--- config.mk ---
export PLATFORM = sky130hd
export DESIGN_NAME = ubd_core
export DESIGN_NICKNAME = d
export VERILOG_FILES = /design/src/verilog/ubd_pkg.sv /design/src/verilog/ubd_core.sv
export SDC_FILE = /design/constraint.sdc
export NUM_CORES = 1
export LEC_CHECK = 0
export ABC_AREA = 0
export BUFFER_PORTS_ARGS = -buffer_cell sky130_fd_sc_hd__buf_4
export CAP_MARGIN = 30
export CORE_UTILIZATION = 35
export CTS_CLUSTER_SIZE = 30
export DETAILED_ROUTE_END_ITERATION = 16
export PLACE_DENSITY_LB_ADDON = 0.3
export RECOVER_POWER = 50
export SYNTH_ARGS = -nofsm -noshare
export SYNTH_HDL_FRONTEND = slang
export SYNTH_SLANG_ARGS = --single-unit
--- constraint.sdc ---
create_clock -name core_clk_i -period 7.65 [get_ports core_clk_i]
set_input_delay 1.53 -clock core_clk_i [delete_from_list [all_inputs] [get_ports core_clk_i]]
set_output_delay 1.53 -clock core_clk_i [all_outputs]
set_load 0.02 [all_outputs]
--- src/verilog/ubd_pkg.sv ---
// Constants, register map and shared types of the buffered UART core.
// Assumes a single 20 MHz core clock that also serves as the serial clock.
package ubd_pkg;

  localparam int ADDR_W = 32;
  localparam int DATA_W = 32;
  localparam int FIFO_DEPTH = 16;

  // Register byte addresses.
  localparam logic [31:0] ADDR_DATA = 32'h5000_1100;
  localparam logic [31:0] ADDR_IER_DLH = 32'h5000_1104;
  localparam logic [31:0] ADDR_CTRL = 32'h5000_1110;
  localparam logic [31:0] ADDR_LINE_STATUS = 32'h5000_1114;
  localparam logic [31:0] ADDR_IRQ_STATUS = 32'h5000_1118;
  localparam logic [31:0] ADDR_IRQ_MASK = 32'h5000_111C;

  // Interrupt enable field positions and the mask of implemented bits.
  localparam int IER_RX_AVAIL = 0;
  localparam int IER_TX_EMPTY = 1;
  localparam int IER_LINE = 2;
  localparam int IER_MODEM = 3;
  localparam int IER_PROG_TX_EMPTY_IRQ_MODE = 7;
  localparam logic [7:0] IER_MASK = 8'h8F;

  // Control register field positions.
  localparam int CTRL_FIFO_EN = 0;
  localparam int CTRL_IR_MODE = 6;
  localparam int CTRL_DIVISOR_ACCESS_BIT = 7;

  // Line status field positions.
  localparam int LS_DATA_READY = 0;
  localparam int LS_OVERRUN = 1;
  localparam int LS_TX_HOLDING_EMPTY_FLAG = 5;
  localparam int LS_TX_IDLE = 6;
  localparam int LS_IRQ_ID = 8;

  // Event bits of the interrupt status and mask registers.
  localparam int EV_RX_AVAIL = 0;
  localparam int EV_TX_EMPTY = 1;
  localparam int EV_LINE = 2;
  localparam int EV_MODEM = 3;
  localparam int EV_TIMEOUT = 4;
  localparam int EV_W = 5;

  // Reset values.
  localparam logic [7:0] RST_DLL = 8'h00;
  localparam logic [7:0] RST_DLH = 8'h00;
  localparam logic [7:0] RST_IER = 8'h00;
  localparam logic [4:0] RST_IRQ_MASK = 5'h00;

  // Timing counts in baud ticks (sixteen ticks per bit).
  localparam logic [3:0] SAMPLE_TICK = 4'h7;
  localparam logic [3:0] LAST_TICK = 4'hF;
  localparam logic [3:0] STOP_BIT = 4'h9;
  localparam logic [3:0] IR_PULSE_TICKS = 4'h3;
  localparam logic [9:0] TIMEOUT_TICKS = 10'h280;

  typedef enum logic [2:0] {
    IRQ_NONE = 3'h0,
    IRQ_LINE = 3'h1,
    IRQ_RX = 3'h2,
    IRQ_TX = 3'h3,
    IRQ_MODEM = 3'h4
  } ubd_irq_id_t;

  typedef enum logic {
    RX_IDLE = 1'b0,
    RX_RECV = 1'b1
  } ubd_rx_state_t;

  typedef enum logic {
    TX_IDLE = 1'b0,
    TX_SEND = 1'b1
  } ubd_tx_state_t;

  typedef struct packed {
    logic [ADDR_W-1:0] addr;
    logic [DATA_W-1:0] wdata;
    logic wr;
    logic rd;
  } ubd_bus_req_t;

endpackage

--- src/verilog/ubd_core.sv ---
// UART core: data/divisor and interrupt-enable registers, FIFOs, baud divider,
// serial and infrared transmitter and receiver, interrupt status.
// Assumes a plain register port on core_clk_i and asynchronous serial pins.
//
// How it works
// Data read returns received byte from active input
// Without FIFOs a new byte overwrites, flags overrun
// With FIFOs data read returns receive FIFO head
// Full receive FIFO drops new byte, flags overrun
// Software writes transmit data only when holding empty
// Without FIFOs a write clears holding-empty, later overwrite
// With FIFOs writes beyond depth are discarded
// Divisor access bit maps data address to divisor low
// Baud tick rate is clock over divisor, sixteen ticks per bit
// Zero divisor stops baud clock and all traffic
// Enable bit 7 selects programmable holding-empty mode
// Enable bit 3 gates modem status, fourth priority
// Enable bit 2 gates line status, highest priority
// Enable bit 1 gates holding-empty, third priority
// Enable bit 0 gates data available and timeout
// Divisor access maps enable bits to divisor high
// Infrared mode uses infrared input and inverted output
// Reserved enable bits read zero, ignore writes
`timescale 1ns/1ns
module ubd_core
  import ubd_pkg::*;
#(
  parameter int DEPTH = FIFO_DEPTH
) (
  input wire logic core_clk_i,
  input wire logic rst_i,
  input wire ubd_bus_req_t bus_i,
  output logic [DATA_W-1:0] rdata_o,
  input wire logic sin_i,
  input wire logic ir_rx_i,
  input wire logic cts_n_i,
  output logic tx_o,
  output logic ir_tx_n_o,
  output logic irq_o
);

  localparam int AW = $clog2(DEPTH);
  localparam logic [AW:0] FULL_CNT = (AW+1)'(DEPTH);
  localparam logic [AW:0] HALF_CNT = (AW+1)'(DEPTH / 2);
  localparam logic [AW:0] ONE_CNT = (AW+1)'(1);

  typedef struct packed {
    logic [7:0] dll;
    logic [7:0] divisor_high_byte;
    logic [7:0] irq_enable_reg;
    logic fifo_en;
    logic divisor_access_bit;
    logic ir_mode;
    logic [15:0] baud_cnt;
    logic tick;
    logic [DEPTH-1:0][7:0] rx_mem;
    logic [AW-1:0] rx_rp;
    logic [AW-1:0] rx_wp;
    logic [AW:0] rx_cnt;
    logic [DEPTH-1:0][7:0] tx_mem;
    logic [AW-1:0] tx_rp;
    logic [AW-1:0] tx_wp;
    logic [AW:0] tx_cnt;
    logic overrun;
    ubd_rx_state_t rx_state;
    logic [3:0] rx_sub;
    logic [3:0] rx_bitn;
    logic [7:0] rx_shift;
    ubd_tx_state_t tx_state;
    logic [3:0] tx_sub;
    logic [3:0] tx_bitn;
    logic [9:0] tx_shift;
    logic sin_m;
    logic sin_s;
    logic ir_m;
    logic ir_s;
    logic cts_m;
    logic cts_s;
    logic cts_prev;
    logic tx_holding_empty_flag_prev;
    logic [9:0] to_cnt;
    logic to_fired;
    logic [EV_W-1:0] irq_stat;
    logic [EV_W-1:0] irq_mask;
    logic [DATA_W-1:0] rdata;
    logic irq;
    logic tx_line;
    logic ir_n;
  } ubd_state_t;

  // Idle line levels are high, so the serial and clear-to-send samples and outputs reset to one.
  function automatic ubd_state_t reset_state();
    ubd_state_t r;
    r = '0;
    r.dll = RST_DLL;
    r.divisor_high_byte = RST_DLH;
    r.irq_enable_reg = RST_IER;
    r.irq_mask = RST_IRQ_MASK;
    r.rx_state = RX_IDLE;
    r.tx_state = TX_IDLE;
    r.sin_m = 1'b1;
    r.sin_s = 1'b1;
    r.cts_m = 1'b1;
    r.cts_s = 1'b1;
    r.cts_prev = 1'b1;
    r.tx_holding_empty_flag_prev = 1'b1;
    r.tx_line = 1'b1;
    r.ir_n = 1'b1;
    return r;
  endfunction

  // Each event is gated by its enable bit; the timeout shares bit 0.
  function automatic logic [EV_W-1:0] ier_gate(input logic [7:0] irq_enable_reg);
    logic [EV_W-1:0] g;
    g = '0;
    g[EV_RX_AVAIL] = irq_enable_reg[IER_RX_AVAIL];
    g[EV_TIMEOUT] = irq_enable_reg[IER_RX_AVAIL];
    g[EV_TX_EMPTY] = irq_enable_reg[IER_TX_EMPTY];
    g[EV_LINE] = irq_enable_reg[IER_LINE];
    g[EV_MODEM] = irq_enable_reg[IER_MODEM];
    return g;
  endfunction

  // Highest pending source: line status, data/timeout, holding empty, modem.
  function automatic ubd_irq_id_t irq_prio(input logic [EV_W-1:0] act);
    if (act[EV_LINE]) return IRQ_LINE;
    if (act[EV_RX_AVAIL] || act[EV_TIMEOUT]) return IRQ_RX;
    if (act[EV_TX_EMPTY]) return IRQ_TX;
    if (act[EV_MODEM]) return IRQ_MODEM;
    return IRQ_NONE;
  endfunction

  ubd_state_t st;
  ubd_state_t next_st;

  logic [15:0] divisor;
  logic rx_line;
  logic thr_wr;
  logic rbr_rd;
  logic rx_pop;
  logic rx_done;
  logic rx_stored;
  logic rx_ovr;
  logic tx_pop;
  logic tx_holding_empty_flag_lvl;
  logic tx_bit;
  logic to_ev;
  logic [7:0] rx_head;
  logic [EV_W-1:0] ev;
  logic [EV_W-1:0] active;

  always_comb begin
    next_st = st;
    divisor = {st.divisor_high_byte, st.dll};
    rx_head = st.rx_mem[st.rx_rp];
    tx_pop = 1'b0;
    rx_done = 1'b0;
    rx_stored = 1'b0;
    rx_ovr = 1'b0;
    to_ev = 1'b0;
    ev = '0;

    // Baud divider: one tick per divisor cycles, none while divisor is zero.
    next_st.tick = 1'b0;
    if (divisor == 16'h0000) begin
      next_st.baud_cnt = 16'h0000;
    end else if (st.baud_cnt >= divisor - 16'h0001) begin
      next_st.baud_cnt = 16'h0000;
      next_st.tick = 1'b1;
    end else begin
      next_st.baud_cnt = st.baud_cnt + 16'h0001;
    end

    next_st.sin_m = sin_i;
    next_st.sin_s = st.sin_m;
    next_st.ir_m = ir_rx_i;
    next_st.ir_s = st.ir_m;
    next_st.cts_m = cts_n_i;
    next_st.cts_s = st.cts_m;
    // An infrared pulse marks a zero bit.
    rx_line = st.ir_mode ? ~st.ir_s : st.sin_s;

    thr_wr = bus_i.wr && bus_i.addr == ADDR_DATA && !st.divisor_access_bit;
    rbr_rd = bus_i.rd && bus_i.addr == ADDR_DATA && !st.divisor_access_bit;
    rx_pop = rbr_rd && st.rx_cnt != '0;

    // Receiver: start bit found, then each bit sampled at mid-bit.
    if (st.tick) begin
      case (st.rx_state)
        RX_IDLE: begin
          if (!rx_line) begin
            next_st.rx_state = RX_RECV;
            next_st.rx_sub = 4'h0;
            next_st.rx_bitn = 4'h0;
          end
        end
        RX_RECV: begin
          next_st.rx_sub = st.rx_sub + 4'h1;
          if (st.rx_sub == SAMPLE_TICK) begin
            if (st.rx_bitn == 4'h0 && rx_line) begin
              next_st.rx_state = RX_IDLE;
            end else if (st.rx_bitn == STOP_BIT) begin
              next_st.rx_state = RX_IDLE;
              rx_done = rx_line;
            end else if (st.rx_bitn != 4'h0) begin
              next_st.rx_shift = {rx_line, st.rx_shift[7:1]};
            end
          end
          if (st.rx_sub == LAST_TICK) begin
            next_st.rx_bitn = st.rx_bitn + 4'h1;
          end
        end
        default: next_st.rx_state = RX_IDLE;
      endcase
    end

    // Receive buffer and FIFO.
    if (st.fifo_en) begin
      rx_stored = rx_done && st.rx_cnt != FULL_CNT;
      rx_ovr = rx_done && st.rx_cnt == FULL_CNT;
      if (rx_stored) begin
        next_st.rx_mem[st.rx_wp] = st.rx_shift;
        next_st.rx_wp = st.rx_wp + 1'b1;
      end
      if (rx_pop) begin
        next_st.rx_rp = st.rx_rp + 1'b1;
      end
      next_st.rx_cnt = st.rx_cnt + {{AW{1'b0}}, rx_stored} - {{AW{1'b0}}, rx_pop};
    end else begin
      rx_stored = rx_done;
      rx_ovr = rx_done && st.rx_cnt != '0 && !rx_pop;
      if (rx_done) begin
        next_st.rx_mem[0] = st.rx_shift;
        next_st.rx_cnt = ONE_CNT;
      end else if (rx_pop) begin
        next_st.rx_cnt = '0;
      end
    end

    // Transmitter: start bit, eight data bits, stop bit.
    case (st.tx_state)
      TX_IDLE: begin
        if (st.tick && st.tx_cnt != '0) begin
          next_st.tx_shift = {1'b1, st.tx_mem[st.tx_rp], 1'b0};
          next_st.tx_state = TX_SEND;
          next_st.tx_sub = 4'h0;
          next_st.tx_bitn = 4'h0;
          tx_pop = 1'b1;
        end
      end
      TX_SEND: begin
        if (st.tick) begin
          next_st.tx_sub = st.tx_sub + 4'h1;
          if (st.tx_sub == LAST_TICK) begin
            if (st.tx_bitn == STOP_BIT) begin
              next_st.tx_state = TX_IDLE;
            end else begin
              next_st.tx_bitn = st.tx_bitn + 4'h1;
              next_st.tx_shift = {1'b1, st.tx_shift[9:1]};
            end
          end
        end
      end
      default: next_st.tx_state = TX_IDLE;
    endcase
    tx_bit = (st.tx_state == TX_SEND) ? st.tx_shift[0] : 1'b1;
    next_st.tx_line = st.ir_mode ? 1'b1 : tx_bit;
    next_st.ir_n = !(st.ir_mode && !tx_bit && st.tx_sub < IR_PULSE_TICKS);

    // Transmit holding register and FIFO.
    if (st.fifo_en) begin
      if (thr_wr && st.tx_cnt != FULL_CNT) begin
        next_st.tx_mem[st.tx_wp] = bus_i.wdata[7:0];
        next_st.tx_wp = st.tx_wp + 1'b1;
        next_st.tx_cnt = st.tx_cnt + ONE_CNT - {{AW{1'b0}}, tx_pop};
      end else begin
        next_st.tx_cnt = st.tx_cnt - {{AW{1'b0}}, tx_pop};
      end
      if (tx_pop) begin
        next_st.tx_rp = st.tx_rp + 1'b1;
      end
    end else begin
      if (thr_wr) begin
        next_st.tx_mem[0] = bus_i.wdata[7:0];
        next_st.tx_cnt = ONE_CNT;
      end else if (tx_pop) begin
        next_st.tx_cnt = '0;
      end
    end

    // Holding-empty event: empty, or at most half full in programmable mode with FIFOs on.
    if (st.irq_enable_reg[IER_PROG_TX_EMPTY_IRQ_MODE] && st.fifo_en) begin
      tx_holding_empty_flag_lvl = st.tx_cnt <= HALF_CNT;
    end else begin
      tx_holding_empty_flag_lvl = st.tx_cnt == '0;
    end
    next_st.tx_holding_empty_flag_prev = tx_holding_empty_flag_lvl;

    // Character timeout: FIFO holds data, no traffic for four characters.
    if (!st.fifo_en || st.rx_cnt == '0 || rx_done || rx_pop || st.rx_state == RX_RECV) begin
      next_st.to_cnt = 10'h000;
      next_st.to_fired = 1'b0;
    end else if (st.tick && !st.to_fired) begin
      if (st.to_cnt == TIMEOUT_TICKS - 10'h001) begin
        to_ev = 1'b1;
        next_st.to_fired = 1'b1;
        next_st.to_cnt = 10'h000;
      end else begin
        next_st.to_cnt = st.to_cnt + 10'h001;
      end
    end

    next_st.cts_prev = st.cts_s;
    ev[EV_RX_AVAIL] = rx_stored;
    ev[EV_TX_EMPTY] = tx_holding_empty_flag_lvl && !st.tx_holding_empty_flag_prev;
    ev[EV_LINE] = rx_ovr;
    ev[EV_MODEM] = st.cts_s != st.cts_prev;
    ev[EV_TIMEOUT] = to_ev;

    // Sticky flags: a new event wins over the clearing read.
    next_st.overrun = rx_ovr ||
      (st.overrun && !(bus_i.rd && bus_i.addr == ADDR_LINE_STATUS));
    next_st.irq_stat = ev |
      ((bus_i.rd && bus_i.addr == ADDR_IRQ_STATUS) ? '0 : st.irq_stat);

    // Register writes.
    if (bus_i.wr) begin
      case (bus_i.addr)
        ADDR_DATA: begin
          if (st.divisor_access_bit) begin
            next_st.dll = bus_i.wdata[7:0];
          end
        end
        ADDR_IER_DLH: begin
          if (st.divisor_access_bit) begin
            next_st.divisor_high_byte = bus_i.wdata[7:0] & IER_MASK;
          end else begin
            next_st.irq_enable_reg = bus_i.wdata[7:0] & IER_MASK;
          end
        end
        ADDR_CTRL: begin
          next_st.fifo_en = bus_i.wdata[CTRL_FIFO_EN];
          next_st.divisor_access_bit = bus_i.wdata[CTRL_DIVISOR_ACCESS_BIT];
          next_st.ir_mode = bus_i.wdata[CTRL_IR_MODE];
          // Changing FIFO mode empties both buffers.
          if (bus_i.wdata[CTRL_FIFO_EN] != st.fifo_en) begin
            next_st.rx_rp = '0;
            next_st.rx_wp = '0;
            next_st.rx_cnt = '0;
            next_st.tx_rp = '0;
            next_st.tx_wp = '0;
            next_st.tx_cnt = '0;
          end
        end
        ADDR_IRQ_MASK: next_st.irq_mask = bus_i.wdata[EV_W-1:0];
        default: ;
      endcase
    end

    active = next_st.irq_stat & next_st.irq_mask & ier_gate(next_st.irq_enable_reg);
    next_st.irq = |active;

    // Register reads: data stands for one cycle only.
    next_st.rdata = '0;
    if (bus_i.rd) begin
      case (bus_i.addr)
        ADDR_DATA: next_st.rdata[7:0] = st.divisor_access_bit ? st.dll : rx_head;
        ADDR_IER_DLH: next_st.rdata[7:0] = st.divisor_access_bit ? st.divisor_high_byte : st.irq_enable_reg;
        ADDR_CTRL: begin
          next_st.rdata[CTRL_FIFO_EN] = st.fifo_en;
          next_st.rdata[CTRL_DIVISOR_ACCESS_BIT] = st.divisor_access_bit;
          next_st.rdata[CTRL_IR_MODE] = st.ir_mode;
        end
        ADDR_LINE_STATUS: begin
          next_st.rdata[LS_DATA_READY] = st.rx_cnt != '0;
          next_st.rdata[LS_OVERRUN] = st.overrun;
          next_st.rdata[LS_TX_HOLDING_EMPTY_FLAG] = st.tx_cnt == '0;
          next_st.rdata[LS_TX_IDLE] = st.tx_cnt == '0 && st.tx_state == TX_IDLE;
          next_st.rdata[LS_IRQ_ID +: 3] = irq_prio(st.irq_stat & ier_gate(st.irq_enable_reg));
        end
        ADDR_IRQ_STATUS: next_st.rdata[EV_W-1:0] = st.irq_stat;
        ADDR_IRQ_MASK: next_st.rdata[EV_W-1:0] = st.irq_mask;
        default: next_st.rdata = '0;
      endcase
    end
  end

  always_ff @(posedge core_clk_i) begin
    if (rst_i) begin
      st <= reset_state();
    end else begin
      st <= next_st;
    end
  end

  assign rdata_o = st.rdata;
  assign tx_o = st.tx_line;
  assign ir_tx_n_o = st.ir_n;
  assign irq_o = st.irq;
endmodule

==> Word level (Yosys, flattened, before mapping) <==
Index checks and enable logic that the tools add are counted.
{ "word_totals": {"register_bits": 421, "out_inout_bits": 35} }
{ "op_classes": {"addsub": 16, "order_cmp": 9, "n_eq_ne": 25, "n_mux": 106, "bitwise_logic": 12, "n_reduce_logical": 67} }
{ "op_table": {"columns": ["cell", "count"], "rows": [
  ["128-bit bitwise mux", 2],
  ["32-bit by 31-bit equality test with 1-bit output (second input constant)", 6],
  ["8-bit 2-to-1 mux", 14],
  ["13-bit 2-to-1 mux", 6],
  ["8-bit binary-select mux with 4-bit select", 2],
  ["8-bit demux with 4-bit select", 2],
  ["5-bit 2-to-1 mux", 10],
  ["1-bit 2-to-1 mux", 39],
  ["19-bit 2-to-1 mux", 2],
  ["19-bit case mux with 2 select lines", 1],
  ["4-bit by 1-bit adder with 4-bit output (second input constant)", 8],
  ["14-bit 2-to-1 mux", 2],
  ["4-bit 2-to-1 mux", 7],
  ["3-bit 2-to-1 mux", 9],
  ["1-bit logical AND", 23],
  ["4-bit by 5-bit less-than comparator with 1-bit output (second input constant)", 4],
  ["9-bit case mux with 2 select lines", 1],
  ["16-bit by 1-bit adder with 16-bit output (second input constant)", 1],
  ["4-bit equality test (second input constant)", 4],
  ["16-bit greater-or-equal comparator", 1],
  ["16-bit logical NOT", 1],
  ["2-bit AND reduction", 8],
  ["16-bit by 1-bit subtractor with 16-bit output (second input constant)", 1],
  ["5-bit AND", 3],
  ["other kinds (37)", 78]
]} }

==> Longest topological paths before layout <==
{ "logic_depth": {"word_depth": 20, "mapped_depth": 15, "mapped_depth_nobuf": 15} }

==> Worst setup path after synthesis <==
OpenSTA, ideal clock, no wires.
{ "synth_timing": {"kind": "input to register", "from": "in bus_i[65] (netlist name)", "to": "reg st[246] (netlist name)", "arrival_ns": 3.753, "setup_slack_ns": 3.780, "path_stages": 14, "n_path_buf": 0, "cell_sequence": "nor4bb_1 > and4_1 > nand4_1 > nor2b_1 > ha_1 > inv_1 > ha_1 > fa_1 > a21oi_1 > nor2_1 > nor2_1 > xnor2_1 > a21oi_1 > nor2_1"} }
{ "synth_between": {"elab_chain_len": 10, "elab_cells_between_ends": 12, "classes_between": "add/sub: 1; eq/ne: 2; mux: 6; reduce/logical: 3"} }
{ "synth_rtl": {"columns": ["item", "line_no", "rtl"], "rows": [
  ["start, declared", "ubd_core.sv:32", "input wire ubd_bus_req_t bus_i,"],
  ["parallel branches: the longest is 9 deep, another holds 5-bit by 1-bit subtractor with 5-bit output", null, null],
  ["13-bit 2-to-1 mux (*)", "ubd_core.sv:327", "if (bus_i.wr) begin"],
  ["end signal, assigned", "ubd_core.sv:390", "st <= reset_state();"],
  ["end signal, assigned", "ubd_core.sv:392", "st <= next_st;"],
  ["end, declared", "ubd_core.sv:133", "ubd_state_t st;"]
]} }
Every way passes the cells marked *.
A chain may end at the register's enable or synchronous reset.

==> Worst setup path after layout <==
{ "layout_timing": {"from": "reg st[383] (netlist name)", "to": "reg st[378] (netlist name)"} }
{ "layout_between": {"elab_chain_len": 3} }
{ "layout_rtl": {"columns": ["item", "line_no", "rtl"], "rows": [
  ["1-bit 2-to-1 mux", "ubd_core.sv:188", "if (st.tick) begin"],
  ["1-bit logical AND", "ubd_core.sv:219", "rx_stored = rx_done && st.rx_cnt != FULL_CNT;"],
  ["2-bit AND reduction (no source line)", null, null]
]} }
Every way passes these cells.

==> flow_summary.ini <==
[synth]
ys.flop_type = dfxtp_1
synth_top_cells_by_area = dfxtp_1 42%, mux2i_1 10%, mux4_2 7.9%
ys_types = 75
synth_top_area_share = 0.417
synth_top_cell_by_area = dfxtp_1
synth_edf_count = 0
synth_area_mm2 = 0.0192
syn_area_per_cell_um2 = 9.31
ys_ff_latch = 400
yosysWarnings = 0
yosysSeqAreaShare = 0.417
synthCells = 2064
synthArstFlopShare = 0

[clock_network]
cts_setup_buffers = 0
clk_latency_ns = 0.57
htree_levels = 2
cts_tree = yes
cts.clk_slew.worst_paths_ns = 0.06
cts_buffer_depth = 3
cts.sinks = 400
numCtsBuffers = 44
cts_root_buf = clkbuf_16
cts_hold_buf = 0
ctsResizeCount = 0

[placed_design]
place_congestion = 0.816
dpl.hpwl_um = 32100
dpl_cell_area_mm2 = 0.0198
portBuffers = 60

[global_route]
grtUsageMet2 = 0.292
grt_max_degree = 198
grtUsageMet1 = 0.233
met3_usage = 0.0346
grt.overflow.total = 0
grt-busiest-layer = met2
grt_pass1_vias = 14300
grt_pass1_wl_um = 79300
antenna_found_initial = 1
grt_use_total = 0.177

[timing]
skew_ns = 0.0229
slew_headroom = -1.61
slew_viol_final = 266
worst_slew_pin_slew_ns = 3.92
hold_viol_final = 0
finalSetupViolCount = 0
fmax_mhz = 183
rsz0062_at_grt = false
fin_crit_sh = 0.714
fin_crit_ns = 5.46
timing.setup.tns_ns = 0

[routing]
drt-initial-drc-count = 1184
detail-route-antenna-nets = 0
routed_wirelength_um = 50000
via_count = 14700
vias_per_cell = 5.35
drt-pass1-iter-count = 5
wl_per_cell_um = 18.2
drc_errors = 0

[critical_path]
critical_path_required_ns = 7.95
r2r_slack_ns = 2.19
r2r-end = st[378]
end_kind = register
setup.worst_path.end = st[378]
cp-startpoint = st[383]
worstPathCellList = nand2_1, or4_1, nor4_1, and2_0, clkbuf_1, nand3_1, mux2i_1, nor2_1
r2r_cells = 8
cp_max_fo = 29
start_kind = register
cpMaxStageDelayCell = clkbuf_1
r2r_start = st[383]
max_stage_delay_ns = 1.25
cp.arrival_ns = 5.76
critPathKind = reg -> reg

[run_status]
status = finished with violations
violations = capacitance limit, slew limit

[die]
dieArea_mm2 = 0.0558
initial_core_util = 0.356
core_mm2 = 0.0540
die_w_um = 236
rows = 85
ios = 106
fp.dieH_um = 236

[finish]
fin_nets = 2147
n_antenna_cell = 0
syn2layout_area_growth_pct = 9.94
final_area_mm2 = 0.0211
nFillCells = 5325
drive_gt1_frac = 0.114

[power_and_ir_drop]
ir_drop_v = 0.000133
p_leak_nw = 8.13
power_density_mw_per_mm2 = 205

[min_path]
hold_class = reg -> reg

[job]
drv_cap = 4
==> worst min path at each step <==
stage / start / endpoint / depth (start not counted)
2_1_floorplan: next_st[58] / next_st[57] / 1
3_3_place_gp: next_st[58] / next_st[57] / 1
3_5_place_dp: next_st[58] / next_st[57] / 1
4_1_cts: next_st[58] / next_st[57] / 1
5_1_grt: next_st[58] / next_st[57] / 1
6_report: next_st[58] / next_st[57] / 1
==> critical path, delay by kind of cell, from the launching register on <==
| family | cells | cell delay [ns] |
|---|---|---|
| buffers and inverters | 1 | 1.25 |
| flip-flops | 1 | 0.65 |
| multiplexers | 1 | 0.35 |
| AND/OR/NAND/NOR | 6 | 2.94 |
==> synthesized netlist by cell type, drive strengths merged (4+ instances only) <==
cell type,n
dfxtp,400
nor2,257
nand2,244
mux2i,194
a21oi,179
nand3,120
clkbuf,102
buf,85
mux4,67
ha,53
inv,37
xor2,36
o21ai,32
nand4,27
nor3,24
xnor2,23
a22oi,16
nor2b,12
nor4,12
a221oi,11
a21o,10
and2,9
and3,9
nand4b,9
and4,7
nand2b,7
nor4b,7
a211oi,6
nand3b,6
or2,6
or3,6
mux2,5
a32oi,4
o211ai,4
==> cell families (layout without fill, tap and decap cells) <==
group                      count (synthesis)  count (layout)  share of synthesized area
adders and majority gates                 54              54                     0.0356
and+or+nand+nor                          776             776                      0.196
muxes                                    266             266                      0.183
buffers and inverters                    224             195                     0.0567
DFF                                      400             400                      0.417
AOI/OAI and AO/OA                        284             284                     0.0854
xor gates and xnor gates                  59              59                     0.0269
other                                      1              21                   0.000195
==> stage by stage <==
| stage | worst slack [ns] | util | power, mW | std cells | hold WS (ns) |
|---|---|---|---|---|---|
| 2_1_floorplan | 3.78 | - | 2.20 | 2084 | 0.389 |
| 3_3_place_gp | 2.98 | 0.367 | 2.23 | 2670 | 0.410 |
| 3_5_place_dp | 2.89 | 0.367 | 2.24 | 2671 | 0.404 |
| 4_1_cts | 3.49 | 0.394 | 4.40 | 2750 | 0.422 |
| 5_1_grt | 1.82 | 0.391 | 4.48 | 2751 | 0.434 |
| 6_report | 2.19 | 0.391 | 4.34 | 2751 | 0.422 |
==> power breakdown <==
part	switching, mW	total [mW]	internal (mW)	leakage, nW
clock network	0.866	2.15	1.29	0.727
logic	0.0764	0.100	0.0236	4.18
registers	0.000989	2.09	2.08	3.22
total	0.944	4.34	3.39	8.13
==> registers in the layout (all words and copies together), names as in the netlist <==
| register | count |
|---|---|
| irq_o | 1 |
| ir_tx_n_o | 1 |
| next_st | 4 |
| rdata_o | 11 |
| st | 369 |
| divisor | 13 |
| tx_o | 1 |
==> cells in the final DEF (no fill, tap or decap), types with 29 or more instances in the layout <==
master / Yosys / final
ha_1: 53 / 53
nand2_1: 244 / 244
inv_1: 36 / 36
xor2_1: 36 / 36
mux2i_1: 194 / 194
mux4_2: 67 / 67
buf_4: 47 / 55
a21oi_1: 179 / 179
nor2_1: 257 / 257
dfxtp_1: 400 / 398
nand3_1: 115 / 116
clkbuf_1: 102 / 29
clkbuf_16: 0 / 45
o21ai_0: 29 / 31
==> metal layers <==
layer,vias to the layer above,share of wire
met2,349,0.47
met1,7222,0.45
met3,61,0.058
met5,-,0.00026
met4,2,0.021
li1,7089,-
==> area by class of cell <==
class / instances / area [um2] / area share
multi-input combinational: 1460 / 10100 / 0.479
sequential: 400 / 8010 / 0.379
clock buffer: 64 / 1310 / 0.0619
tap: 696 / 871 / 0.0412
timing repair buffer: 79 / 519 / 0.0246
clock inverter: 15 / 161 / 0.00764
inverter: 37 / 139 / 0.00657
Note: power is estimated with default switching activity, not from simulation.
